--- src/rtl/dcwd_pkg.sv ---
// Package of constants and types for the dual communication watchdog
// Function
// - When monitored traffic stops longer than the timeout, outputs go to a preset safe value.
// - The bus traffic watchdog defaults to a 100 ms timeout.
// - The local interface watchdog also defaults to a 100 ms timeout.
// - One tick multiplier register at 0x400 sets the tick period for both watchdogs.
// - Each watchdog has its own count register, 0x410 local and 0x420 bus, combined with the multiplier.
// - A register not written keeps the value it already holds.
// - The master can read back multiplier and both counts at their fixed offsets.
// - Every successful bus exchange restarts the bus watchdog, and only such an exchange or a bus count of zero clears its expiry.
// - One tick lasts multiplier plus two periods of 40 ns, and the timeout is tick times count.
// - The local interface watchdog expires when no local access occurs for longer than its timeout.
// - A bus watchdog count of zero disables that watchdog and never forces the safe state.
package dcwd_pkg;
    localparam int DCWD_AW = 12;
    localparam int DCWD_DW = 16;
    localparam logic [DCWD_AW-1:0] DCWD_OFS_MULT = 12'h400;
    localparam logic [DCWD_AW-1:0] DCWD_OFS_LOCAL = 12'h410;
    localparam logic [DCWD_AW-1:0] DCWD_OFS_BUS = 12'h420;
    localparam logic [DCWD_AW-1:0] DCWD_OFS_STATUS = 12'h440;
    localparam int DCWD_STAT_BUS_BIT = 0;
    localparam int DCWD_STAT_LOCAL_BIT = 1;
    localparam int DCWD_CLK_NS = 40;
    localparam int DCWD_TIMEOUT_MS = 100;
    localparam logic [DCWD_DW-1:0] DCWD_MULT_RST = 16'h09c2;
    localparam logic [DCWD_DW-1:0] DCWD_COUNT_RST = 16'h03e8;
    localparam logic [DCWD_DW-1:0] DCWD_TICK_EXTRA = 16'h0002;
    // Check: (2498 + 2) * 40 ns * 1000 = 100 ms
    localparam int DCWD_DEFAULT_NS = (16'd2498 + 2) * DCWD_CLK_NS * 1000;
    typedef struct packed {
        logic wr;
        logic rd;
        logic [DCWD_AW-1:0] addr;
        logic [DCWD_DW-1:0] wdata;
    } dcwd_req_s;
endpackage

--- src/rtl/dcwd_top.sv ---
// Dual communication watchdog with register access and output safe-state gating
`timescale 1ns/1ps
`default_nettype none
module dcwd_top
    import dcwd_pkg::*;
#(
    parameter int NOUT = 2,
    parameter logic [DCWD_DW-1:0] MULT_RST = DCWD_MULT_RST,
    parameter logic [DCWD_DW-1:0] COUNT_RST = DCWD_COUNT_RST
) (
    input wire logic clk,
    input wire logic reset,
    input wire dcwd_req_s reg_req,
    output logic [DCWD_DW-1:0] reg_rdata,
    output logic reg_ack,
    input wire logic bus_exchange_ok,
    input wire logic local_access,
    input wire logic [NOUT-1:0] out_request,
    input wire logic [NOUT-1:0] out_safe_value,
    output logic [NOUT-1:0] out_drive,
    output logic safe_state,
    output logic bus_expired,
    output logic local_expired
);
    logic [DCWD_DW-1:0] mult_q;
    logic [DCWD_DW-1:0] local_cnt_q;
    logic [DCWD_DW-1:0] bus_cnt_q;
    logic [DCWD_DW-1:0] tick_cnt_q;
    logic [DCWD_DW-1:0] rdata_q;
    logic [NOUT-1:0] out_q;
    logic ack_q;
    logic tick;
    logic bus_exp;
    logic local_exp;
    logic [DCWD_DW:0] tick_len;

    function automatic logic hit(input dcwd_req_s r, input logic [DCWD_AW-1:0] ofs);
        hit = r.wr && (r.addr == ofs);
    endfunction

    // Registers hold their value unless the master writes them
    always_ff @(posedge clk) begin
        if (reset) begin
            mult_q <= MULT_RST;
            local_cnt_q <= COUNT_RST;
            bus_cnt_q <= COUNT_RST;
        end else begin
            if (hit(reg_req, DCWD_OFS_MULT)) begin
                mult_q <= reg_req.wdata;
            end
            if (hit(reg_req, DCWD_OFS_LOCAL)) begin
                local_cnt_q <= reg_req.wdata;
            end
            if (hit(reg_req, DCWD_OFS_BUS)) begin
                bus_cnt_q <= reg_req.wdata;
            end
        end
    end

    // Read back
    always_ff @(posedge clk) begin
        if (reset) begin
            rdata_q <= 16'h0000;
            ack_q <= 1'b0;
        end else begin
            ack_q <= reg_req.rd || reg_req.wr;
            if (reg_req.rd) begin
                case (reg_req.addr)
                    DCWD_OFS_MULT: rdata_q <= mult_q;
                    DCWD_OFS_LOCAL: rdata_q <= local_cnt_q;
                    DCWD_OFS_BUS: rdata_q <= bus_cnt_q;
                    DCWD_OFS_STATUS: rdata_q <= {14'h0000, local_exp, bus_exp};
                    default: rdata_q <= 16'h0000;
                endcase
            end
        end
    end
    assign reg_rdata = rdata_q;
    assign reg_ack = ack_q;

    // Shared tick divider: multiplier plus two base periods
    assign tick_len = {1'b0, mult_q} + {1'b0, DCWD_TICK_EXTRA};
    always_ff @(posedge clk) begin
        if (reset || hit(reg_req, DCWD_OFS_MULT)) begin
            tick_cnt_q <= 16'h0000;
        end else if ({1'b0, tick_cnt_q} + 17'h00001 >= tick_len) begin
            tick_cnt_q <= 16'h0000;
        end else begin
            tick_cnt_q <= tick_cnt_q + 16'h0001;
        end
    end
    assign tick = ({1'b0, tick_cnt_q} + 17'h00001 >= tick_len);

    dcwd_timer #(.CW(DCWD_DW)) u_bus (
        .clk(clk),
        .reset(reset),
        .tick(tick),
        .kick(bus_exchange_ok),
        .count(bus_cnt_q),
        .disable_zero(1'b1),
        .expired(bus_exp)
    );

    dcwd_timer #(.CW(DCWD_DW)) u_local (
        .clk(clk),
        .reset(reset),
        .tick(tick),
        .kick(local_access),
        .count(local_cnt_q),
        .disable_zero(1'b0),
        .expired(local_exp)
    );

    assign bus_expired = bus_exp;
    assign local_expired = local_exp;
    assign safe_state = bus_exp || local_exp;

    // Output gating to the safe value
    always_ff @(posedge clk) begin
        if (reset) begin
            out_q <= '0;
        end else if (bus_exp || local_exp) begin
            out_q <= out_safe_value;
        end else begin
            out_q <= out_request;
        end
    end
    assign out_drive = out_q;

    // Output, expiry, register and tick checks
    chk_safe_outputs: assert property (@(posedge clk) disable iff (reset)
        (bus_exp || local_exp) |=> (out_drive == $past(out_safe_value)))
        else $error("outputs not forced to safe value");
    chk_zero_disables: assert property (@(posedge clk) disable iff (reset)
        (bus_cnt_q == 16'h0000) |-> !bus_exp)
        else $error("bus watchdog active with zero count");
    chk_kick_clears: assert property (@(posedge clk) disable iff (reset)
        bus_exchange_ok |=> !bus_exp)
        else $error("bus expiry not cleared by exchange");
    chk_local_kick: assert property (@(posedge clk) disable iff (reset)
        local_access |=> !local_exp)
        else $error("local expiry not cleared by access");
    chk_mult_write: assert property (@(posedge clk) disable iff (reset)
        hit(reg_req, DCWD_OFS_MULT) |=> (mult_q == $past(reg_req.wdata)))
        else $error("multiplier write lost");
    chk_count_hold: assert property (@(posedge clk) disable iff (reset)
        !hit(reg_req, DCWD_OFS_BUS) |=> $stable(bus_cnt_q))
        else $error("bus count changed without write");
    chk_read_back: assert property (@(posedge clk) disable iff (reset)
        (reg_req.rd && reg_req.addr == DCWD_OFS_LOCAL) |=> (reg_rdata == $past(local_cnt_q)))
        else $error("local count read back wrong");
    chk_tick_period: assert property (@(posedge clk) disable iff (reset)
        (tick && mult_q == 16'h0002 && !hit(reg_req, DCWD_OFS_MULT)) |=> !tick ##1 !tick)
        else $error("tick period wrong");
    chk_expire_status: assert property (@(posedge clk) disable iff (reset)
        $rose(bus_exp) |-> $past(tick))
        else $error("bus expiry without tick");

    // Register file checks
    chk_bus_write: assert property (@(posedge clk) disable iff (reset)
        hit(reg_req, DCWD_OFS_BUS) |=> (bus_cnt_q == $past(reg_req.wdata)))
        else $error("bus count write lost");
    chk_local_write: assert property (@(posedge clk) disable iff (reset)
        hit(reg_req, DCWD_OFS_LOCAL) |=> (local_cnt_q == $past(reg_req.wdata)))
        else $error("local count write lost");
    chk_local_hold: assert property (@(posedge clk) disable iff (reset)
        !hit(reg_req, DCWD_OFS_LOCAL) |=> $stable(local_cnt_q))
        else $error("local count changed without write");
    chk_mult_hold: assert property (@(posedge clk) disable iff (reset)
        !hit(reg_req, DCWD_OFS_MULT) |=> $stable(mult_q))
        else $error("multiplier changed without write");
    chk_read_mult: assert property (@(posedge clk) disable iff (reset)
        (reg_req.rd && reg_req.addr == DCWD_OFS_MULT) |=> (reg_rdata == $past(mult_q)))
        else $error("multiplier read back wrong");
    chk_read_bus: assert property (@(posedge clk) disable iff (reset)
        (reg_req.rd && reg_req.addr == DCWD_OFS_BUS) |=> (reg_rdata == $past(bus_cnt_q)))
        else $error("bus count read back wrong");
    chk_read_status: assert property (@(posedge clk) disable iff (reset)
        (reg_req.rd && reg_req.addr == DCWD_OFS_STATUS) |=> (reg_rdata == {14'h0000, $past(local_exp), $past(bus_exp)}))
        else $error("status read back wrong");

    // Register bus checks
    chk_ack_follows: assert property (@(posedge clk) disable iff (reset)
        (reg_req.rd || reg_req.wr) |=> reg_ack)
        else $error("access not acknowledged");
    chk_ack_idle: assert property (@(posedge clk) disable iff (reset)
        !(reg_req.rd || reg_req.wr) |=> !reg_ack)
        else $error("acknowledge without access");
    chk_rdata_hold: assert property (@(posedge clk) disable iff (reset)
        !reg_req.rd |=> $stable(reg_rdata))
        else $error("read data changed without read");

    // Watchdog checks
    chk_normal_outputs: assert property (@(posedge clk) disable iff (reset)
        !(bus_exp || local_exp) |=> (out_drive == $past(out_request)))
        else $error("outputs not following request");
    chk_zero_outputs: assert property (@(posedge clk) disable iff (reset)
        (bus_cnt_q == 16'h0000 && !local_exp) |=> (out_drive == $past(out_request)))
        else $error("disabled bus watchdog forced safe value");
    chk_bus_sticky: assert property (@(posedge clk) disable iff (reset)
        (bus_exp && !bus_exchange_ok && !hit(reg_req, DCWD_OFS_BUS)) |=> bus_exp)
        else $error("bus expiry cleared without exchange");
    chk_local_sticky: assert property (@(posedge clk) disable iff (reset)
        (local_exp && !local_access) |=> local_exp)
        else $error("local expiry cleared without access");
    chk_local_tick: assert property (@(posedge clk) disable iff (reset)
        $rose(local_exp) |-> $past(tick))
        else $error("local expiry without tick");
    chk_mult_restart: assert property (@(posedge clk) disable iff (reset)
        hit(reg_req, DCWD_OFS_MULT) |=> !tick)
        else $error("tick divider not restarted");
    chk_tick_due: assert property (@(posedge clk) disable iff (reset)
        (tick && mult_q == 16'h0002 && !hit(reg_req, DCWD_OFS_MULT)) ##1 (!hit(reg_req, DCWD_OFS_MULT)) [*3]
        |=> tick)
        else $error("tick came late");

    // Scenario covers
    cov_bus_expire: cover property (@(posedge clk) disable iff (reset) $rose(bus_exp));
    cov_local_expire: cover property (@(posedge clk) disable iff (reset) $rose(local_exp));
    cov_recover: cover property (@(posedge clk) disable iff (reset) bus_exp ##1 !bus_exp);
    cov_local_recover: cover property (@(posedge clk) disable iff (reset) local_exp ##1 !local_exp);
    cov_bus_disabled: cover property (@(posedge clk) disable iff (reset) (bus_cnt_q == 16'h0000) && !bus_exchange_ok);
endmodule
`default_nettype wire

--- src/rtl/dcwd_timer.sv ---
// One watchdog timeout counter driven by the shared tick
`timescale 1ns/1ps
`default_nettype none
module dcwd_timer
    import dcwd_pkg::*;
#(
    parameter int CW = DCWD_DW
) (
    input wire logic clk,
    input wire logic reset,
    input wire logic tick,
    input wire logic kick,
    input wire logic [CW-1:0] count,
    input wire logic disable_zero,
    output logic expired
);
    logic [CW-1:0] cnt_q;
    logic exp_q;
    logic off;
    assign off = disable_zero && (count == '0);
    assign expired = exp_q && !off;
    always_ff @(posedge clk) begin
        if (reset || kick || off) begin
            cnt_q <= '0;
        end else if (tick && !exp_q) begin
            cnt_q <= cnt_q + 1'b1;
        end
    end
    always_ff @(posedge clk) begin
        if (reset || off) begin
            exp_q <= 1'b0;
        end else if (kick) begin
            exp_q <= 1'b0;
        end else if (tick && !exp_q && (cnt_q + 1'b1 >= count)) begin
            exp_q <= 1'b1;
        end
    end
endmodule
`default_nettype wire

--- config.mk ---
export PLATFORM = sky130hd
export DESIGN_NAME = dcwd_top
export DESIGN_NICKNAME = d
export VERILOG_FILES = /design/src/rtl/dcwd_pkg.sv /design/src/rtl/dcwd_top.sv /design/src/rtl/dcwd_timer.sv
export SDC_FILE = /design/constraint.sdc
export NUM_CORES = 1
export LEC_CHECK = 0
export BUFFER_PORTS_ARGS = -buffer_cell sky130_fd_sc_hd__buf_2
export CORE_ASPECT_RATIO = 1.25
export CORE_MARGIN = 3
export CORE_UTILIZATION = 37
export CTS_BUF_LIST = sky130_fd_sc_hd__clkbuf_8
export DETAILED_ROUTE_END_ITERATION = 6
export GPL_TIMING_DRIVEN = 1
export SLEW_MARGIN = 20
export SYNTH_ARGS = -nofsm -noshare
export SYNTH_HDL_FRONTEND = slang
export SYNTH_HIERARCHICAL = 1
export SYNTH_SLANG_ARGS = --single-unit
export TNS_END_PERCENT = 20
--- constraint.sdc ---
create_clock -name clk -period 3.1 [get_ports clk]
set_clock_uncertainty 0.05 [all_clocks]
set_input_delay 0.31 -clock clk [delete_from_list [all_inputs] [get_ports clk]]
set_output_delay 0.31 -clock clk [all_outputs]
set_load 0.05 [all_outputs]
==> key figures, run 1 <==
Floorplan
  • Die Ht: 158.1 um
  • Die ar.: 20180 sq um
  • CORE AREA: 18170 sq um
  • I/O pin cnt: 60
  • FP Rows: 55
  • Die W: 127.7 um
  • Initial Utilization: 37.68%

Synth
  • Yosys top cell by area: dfxtp_1
  • Top cell type's share of synthesized area: between 30% and 40%
  • Sequential area share after synthesis: 34.22%
  • Synth area leaders: dfxtp_1 (34%), ha_1 (9.7%), nand2_1 (7.0%), xnor2_1 (5.8%), a21oi_1 (5.3%)
  • Mapped Nets: 933
  • Post-Synth XOR/XNOR Area: 9.596%
  • Primary FF master, synth: dfxtp_1
  • Yosys reg bits: between 100 and 150
  • Commonest cells in the netlist: nand2_1 (128), dfxtp_1 (117), a21oi_1 (73), nor2_1 (58), ha_1 (53)
  • Asr flop ratio synth: 0%
  • Post-synthesis compound-gate area fraction: about an eighth
  • Synth Warn #: 6
  • Number of synthesized flops with an enable pin: 0
  • Multiplexer area fraction after synthesis: 2.632%
  • Post-synthesis cell type count: 49
  • Simple-Gate Fraction of Synth Area: 26.10%
  • Largest family of logic cells by synthesized area: simple AND/OR/NAND/NOR gates
  • Top-count cell post-synth: nand2_1
  • Adder-cell area share of the yosys netlist: approximately 9.7%
  • Mapped Area: approximately 7000 sq um
  • Syn Inst Count: 842
  • Mean Syn Cell Area: about 8.1 sq um

Critical path
  • FF-to-FF setup slack: -0.05 ns
  • Reg2reg path depth: 16
  • CP max stage cell: or4_1
  • Critical path, cell by cell: and4_4 > and4_4 > buf_6 > nand3_4 > xnor2_2 > ha_1 > nand2_2 > nor4_4 > buf_4 > a221oi_2 > o21ai_2 > buf_6 > nand2b_4 > buf_6 > or4_1 > a21oi_1
  • WS Path Type: reg -> reg
  • CP most frequent cell: buf_6
  • Worst r2r src: tick_cnt_q[5]
  • Req. time, crit path: 3.43 ns
  • Worst-path fanout max: 7
  • CP Capture Type: flip-flop
  • WP data arrival: 3.48 ns
  • Crit start category: flip-flop
  • R2R Path End: u_bus/cnt_q[11]
  • Max incr delay on CP: 0.40 ns

Routing
  • Vias per inst: 5.117
  • Drc violations: 0
  • Antenna-violating nets left: 0
  • Drt wl/cell: 15.51 um
  • DR pass1 iterations: 4
  • Via count: between 6000 and 7000
  • Detailed Route Iter0 Violations: between 200 and 300
  • Final wirelength: 18.93 mm

STA
  • Tightest Pin Transition: roughly 0.74 ns
  • Worst rel slew slack: 50.54%
  • Minimum clock period: 3.152 ns
  • Unrepaired setup endpoints after global routing: yes
  • Final setup viols: 4
  • Maximum clock rate: 317.3 MHz
  • Setup ws final: -0.05170 ns
  • Final period util: 101.7%
  • Fin. Hold Viols: 0
  • Max Slew Vio Count: 0

Global routing
  • Total track usage: about a fifth
  • First-pass GRT wire length: 30.38 mm
  • Initial antenna violation count: 0
  • Largest net degree at the start of global routing: 31
  • Number of global-route vias before repair: 5979
  • GR Overflow Total: 0

Hold path
  • Hold Crit Class: in -> reg
  • Hold path cells: 3
  • Hold Startpoint: out_safe_value[1]
  • Hold Path End: out_drive[1]

Pwr
  • Static Leakage: around 3.6 nW
  • Overall power: 3.147 mW
  • Peak supply drop: 0.2615 mV
  • Power per cell area: between 300 and 400 nW/um^2

Clock tree
  • H-Tree Depth: 4
  • CTS Sinks: 117
  • CTS tree: yes
  • CTS max path bufs: 2
  • Worst-skew pair later-pin latency: 0.46 ns
  • CTS Root Cell: clkbuf_8
  • Reg clk slew, reported paths: 0.07 ns
  • TritonCTS Buffers: 17

Cells and area
  • Fillers: approximately 1800
  • Area growth from synthesis to layout: 27.71%
  • Final core occ: just under 50%
  • Final layout net count: about 1100
  • Sequential cell area: ~2400 sq um
  • Post-route cell area: 8742 sq um
  • Ant. Diodes: 0
  • Layout cell share with drive strength beyond 1: 28.40%
  • Area of the multi-input gates: 4501 sq um
  • Non-Filler Instances: 1221

Placement
  • Dpl cells: 1178
  • IO buf count: 59
  • HPWL after DPL: about 15 mm
  • Placed cell areas: 7940 sq um
  • Routability congestion estimate: 0.8639

Flow run
  • Max Cap Viol: 0

Outcome
  • Failing checks: setup timing
  • Outcome: finished with violations
## layer usage
metal,global-route usage (%),vias up,wire [um]
met2,35.26,91,9915
li1,-,3221,-
met1,21.51,2902,7892
met5,0,-,0
met3,3.780,34,562
met4,7.482,0,563
## registers in the layout, indices dropped and copies added (netlist names)
register,cells
reg_rdata,16
u_bus/cnt_q,16
tick_cnt_q,16
mult_q,16
local_cnt_q,16
bus_cnt_q,16
u_local/exp_q,1
reg_ack,1
u_bus/exp_q,1
out_drive,2
u_local/cnt_q,16
## metrics by stage
stage	hold WS (ns)	TNS, ns	setup WS, ns
after detailed placement	0.3886	-4.552	-0.2161
after floorplan	0.3758	-0.03248	-0.03248
after global routing	0.03485	-3.281	-0.1902
final	0.04755	-0.1589	-0.05170
after CTS	0.02098	-0.01436	-0.01220
after global placement	0.3804	-2.955	-0.1611
## where the power goes
group / switching [mW] / total, mW / internal [mW]
Combinational: 0.0926 / 0.142 / 0.0489
Sequential: 0.00224 / 1.51 / 1.51
Clock: 0.698 / 1.50 / 0.799
## cells in the final DEF, fill, tap and decap left out, types with 10 or more instances in the layout
master    instances
a21oi_1          73
a22oi_1          16
buf_2            60
buf_4            91
clkbuf_8         17
dfxtp_1         106
dfxtp_2          10
ha_1             51
inv_1            38
mux2_2           16
nand2_1         124
nand3_1          27
nand4_1          18
nor2_1           52
nor2b_1          18
nor3_1           19
o21ai_0          13
o21ai_1          16
or4_1            10
xnor2_1          41
xor2_1           29
## worst max-delay path, delay by kind of cell, from the launching register on
kind                       cells  cell delay, ns
AOI/OAI and AO/OA              3            0.28
buffers and inverters          4            0.58
xor gates and xnor gates       1            0.14
DFF                            1            0.33
adders and majority gates      1            0.29
and+or+nand+nor                7            1.39
## layout make-up
type | instances | share of cell area, %
clock buffers | 17 | 2.676
clock inverters | 15 | 2.075
inverters | 38 | 1.632
multi-input cells | 650 | 51.48
flip-flops and latches | 117 | 26.98
well taps | 228 | 3.263
repair buffers | 156 | 11.89
## cell families (layout without fill, tap and decap cells)
group                      count (synthesis)  in the layout
AOI/OAI and AO/OA                        151            151
xor gates and xnor gates                  75             75
adders and majority gates                 53             53
buffers and inverters                     75            226
DFF                                      117            117
muxes                                     16             16
other                                      2              2
and+or+nand+nor                          353            353
## what timing repair did
item | in CTS | in global routing
gates cloned | 2 | 0
gates resized for setup | 36 | 39
setup buffers | 6 | 3
hold endpoints to repair | 0 | 0
hold buffers | 0 | 0
pin swaps | 17 | 14
setup endpoints to repair | 32 | 34
## how the worst max path moves through the flow
stage | end | slack (ns) | depth (start not counted) | from
finish | u_bus/cnt_q[11] | -0.05 | 16 | tick_cnt_q[5]
CTS | u_local/cnt_q[14] | -0.01 | 15 | tick_cnt_q[5]
global placement | u_bus/cnt_q[14] | -0.16 | 15 | mult_q[1]
floorplan | u_local/cnt_q[15] | -0.03 | 14 | mult_q[5]
global route | u_local/cnt_q[14] | -0.19 | 16 | mult_q[7]
detailed placement | u_local/cnt_q[15] | -0.22 | 14 | tick_cnt_q[0]
Note: power is estimated with default switching activity, not from simulation.
==> run 2, diff against run 1 <==
--- a/config.mk
+++ b/config.mk
@@ -12,6 +12,7 @@
 export CTS_BUF_LIST = sky130_fd_sc_hd__clkbuf_8
 export DETAILED_ROUTE_END_ITERATION = 6
 export GPL_TIMING_DRIVEN = 1
+export SETUP_SLACK_MARGIN = 0.4
 export SLEW_MARGIN = 20
 export SYNTH_ARGS = -nofsm -noshare
 export SYNTH_HDL_FRONTEND = slang
==> run 2 against run 1 <==
Effect of this change:
- the run still ends with setup timing left
- clock-buffer cell count grew 1
- combinational power is essentially flat
- power shrank 3.0%
- via count grew 1.3%
- maximum frequency shrank 2.6%
- critical path depth shrank 2
- register-to-register slack lost 0.08 ns
- sequential share of layout area shrank 0.28 points
- clock power shrank 7%
- die area is the same
- largest power group unchanged
==> key figures, run 2 (synthesis gave the netlist of run 1 again) <==
Placement
  • IO buf count: 59
  • HPWL after DPL: 14.76 mm
  • Pre-CTS setup slack: -0.2450 ns
  • Routability congestion estimate: roughly 0.83

Floorplan
  • I/O pin cnt: 60
  • Die W: 127.7 um
  • Die ar.: 20180 sq um
  • Initial Utilization: between 30 and 40%
  • FP Rows: 55
  • Die Ht: ~160 um
  • CORE AREA: between 15000 and 20000 sq um

Global routing
  • GR Overflow Total: 0
  • First-pass GRT wire length: 30.97 mm
  • Total track usage: about a fifth
  • Initial antenna violation count: 2
  • Largest net degree at the start of global routing: 27
  • Number of global-route vias before repair: about 6100

Routing
  • Drt wl/cell: 15.83 um
  • Via count: 6329
  • DR pass1 iterations: 5
  • Vias per inst: 5.196
  • Detailed Route Iter0 Violations: 287
  • Antenna-violating nets left: 0
  • Final wirelength: slightly below 20 mm
  • Drc violations: 0

Pwr
  • Power per cell area: 344.4 nW/um^2
  • Peak supply drop: 0.2581 mV
  • Overall power: 3.052 mW
  • Static Leakage: 3.622 nW

Critical path
  • FF-to-FF setup slack: -0.14 ns
  • R2R Path End: u_bus/cnt_q[14]
  • CP endpoint: u_bus/cnt_q[14]
  • Worst-path fanout max: 5
  • Req. time, crit path: 3.43 ns
  • CP Capture Type: flip-flop
  • WS Path Type: reg -> reg
  • Worst Setup SP: tick_cnt_q[3]
  • Crit start category: flip-flop
  • Reg2reg path depth: 14
  • Worst r2r src: tick_cnt_q[3]
  • WP data arrival: 3.56 ns

STA
  • Maximum clock rate: 309.1 MHz
  • Setup ws final: -0.1352 ns
  • Unrepaired setup endpoints after global routing: yes
  • Fin. Hold Viols: 0
  • Final period util: 104.4%
  • Final hold slack: 0.04374 ns
  • Max Slew Vio Count: 0
  • Tightest Pin Transition: around 0.61 ns
  • Minimum clock period: around 3.2 ns
  • Worst rel slew slack: 59.36%
  • Setup tns final: -0.9434 ns
  • Final setup viols: 16

Clock tree
  • CTS max path bufs: 2
  • Reg clk slew, reported paths: 0.08 ns
  • CTS tree: yes
  • CTS Sinks: between 100 and 150
  • TritonCTS Buffers: 17
  • Hold buffer count at cts: 0
  • CTS Root Cell: clkbuf_8
  • Worst-skew pair later-pin latency: 0.45 ns
  • H-Tree Depth: 4

Outcome
  • Failing checks: setup timing
  • Outcome: finished with violations

Cells and area
  • Final core occ: 48.77%
  • Area growth from synthesis to layout: 29.45%
  • Most frequent cells in the layout: nand2_1 (123), dfxtp_1 (102), buf_4 (84), a21oi_1 (69), buf_2 (60)
  • Layout cell share with drive strength beyond 1: between 20% and 30%
  • Ant. Diodes: 0
  • Final layout net count: 1069
  • Fillers: ~1800
  • Commonest non-fill, non-tap cell in the layout: nand2_1

Flow run
  • Max Cap Viol: 0

Hold path
  • Hold Crit Class: in -> reg
[run 2: metrics by stage]
stage	cells	cell area, sq um
final	1218	8861
after detailed placement	1176	8056
after global routing	1218	8861
after global placement	1176	8056
after floorplan	842	7042
after CTS	1214	8656
[run 2: layout make-up]
type	instances	area, sq um	area share (%)
Sequential cell	117	2366	26.70
Inverter	38	142.6	1.610
Timing Repair Buffer	154	1052	11.88
Tap cell	228	285.3	3.219
Clock inverter	13	135.1	1.525
Clock buffer	18	247.7	2.796
Multi-Input combinational cell	650	4632	52.27
[run 2: per-layer routing]
layer	GRT usage, %	wire, um	vias up
met5	0	21	-
met4	7.583	414	4
met3	3.341	638	33
met2	33.83	9672	107
met1	23.67	8530	2960
li1	-	-	3225
[run 2: critical path: stages, from the launching register on]
cell and delay [ns]:
dfxtp_2 0.33, and4_4 0.23, and3_4 0.22, buf_6 0.11, nand3_4 0.07, xnor2_2 0.15, ha_1 0.30, nand2_2 0.07
nor4_4 0.31, nand3_2 0.15, o21ai_4 0.30, nand2b_1 0.15, buf_6 0.16, or4_4 0.41, a21oi_2 0.14
[run 2: where the power goes]
part	leakage (nW)	internal (mW)	switching, mW
Combinational	2.48	0.0522	0.0930
Sequential	0.949	1.51	0.00347
Clock	0.194	0.728	0.670
[run 2: worst min-delay path by stage]
stage                            startpoint           end  slack [ns]  cells past startpoint
after floorplan                 reg_req[29]       reg_ack        0.38                      2
after global placement         reg_rdata[1]  reg_rdata[1]        0.39                      2
after detailed placement       reg_rdata[9]  reg_rdata[9]        0.39                      2
after CTS                    out_request[0]  out_drive[0]        0.01                      3
after global routing         out_request[0]  out_drive[0]        0.03                      3
final                     out_safe_value[0]  out_drive[0]        0.04                      3
[run 2: repair_timing]
action,CTS,global route
resized for setup,33,40
cloned,0,1
buffers inserted,7,3
setup endpoints to repair,50,50
pin swaps,34,31
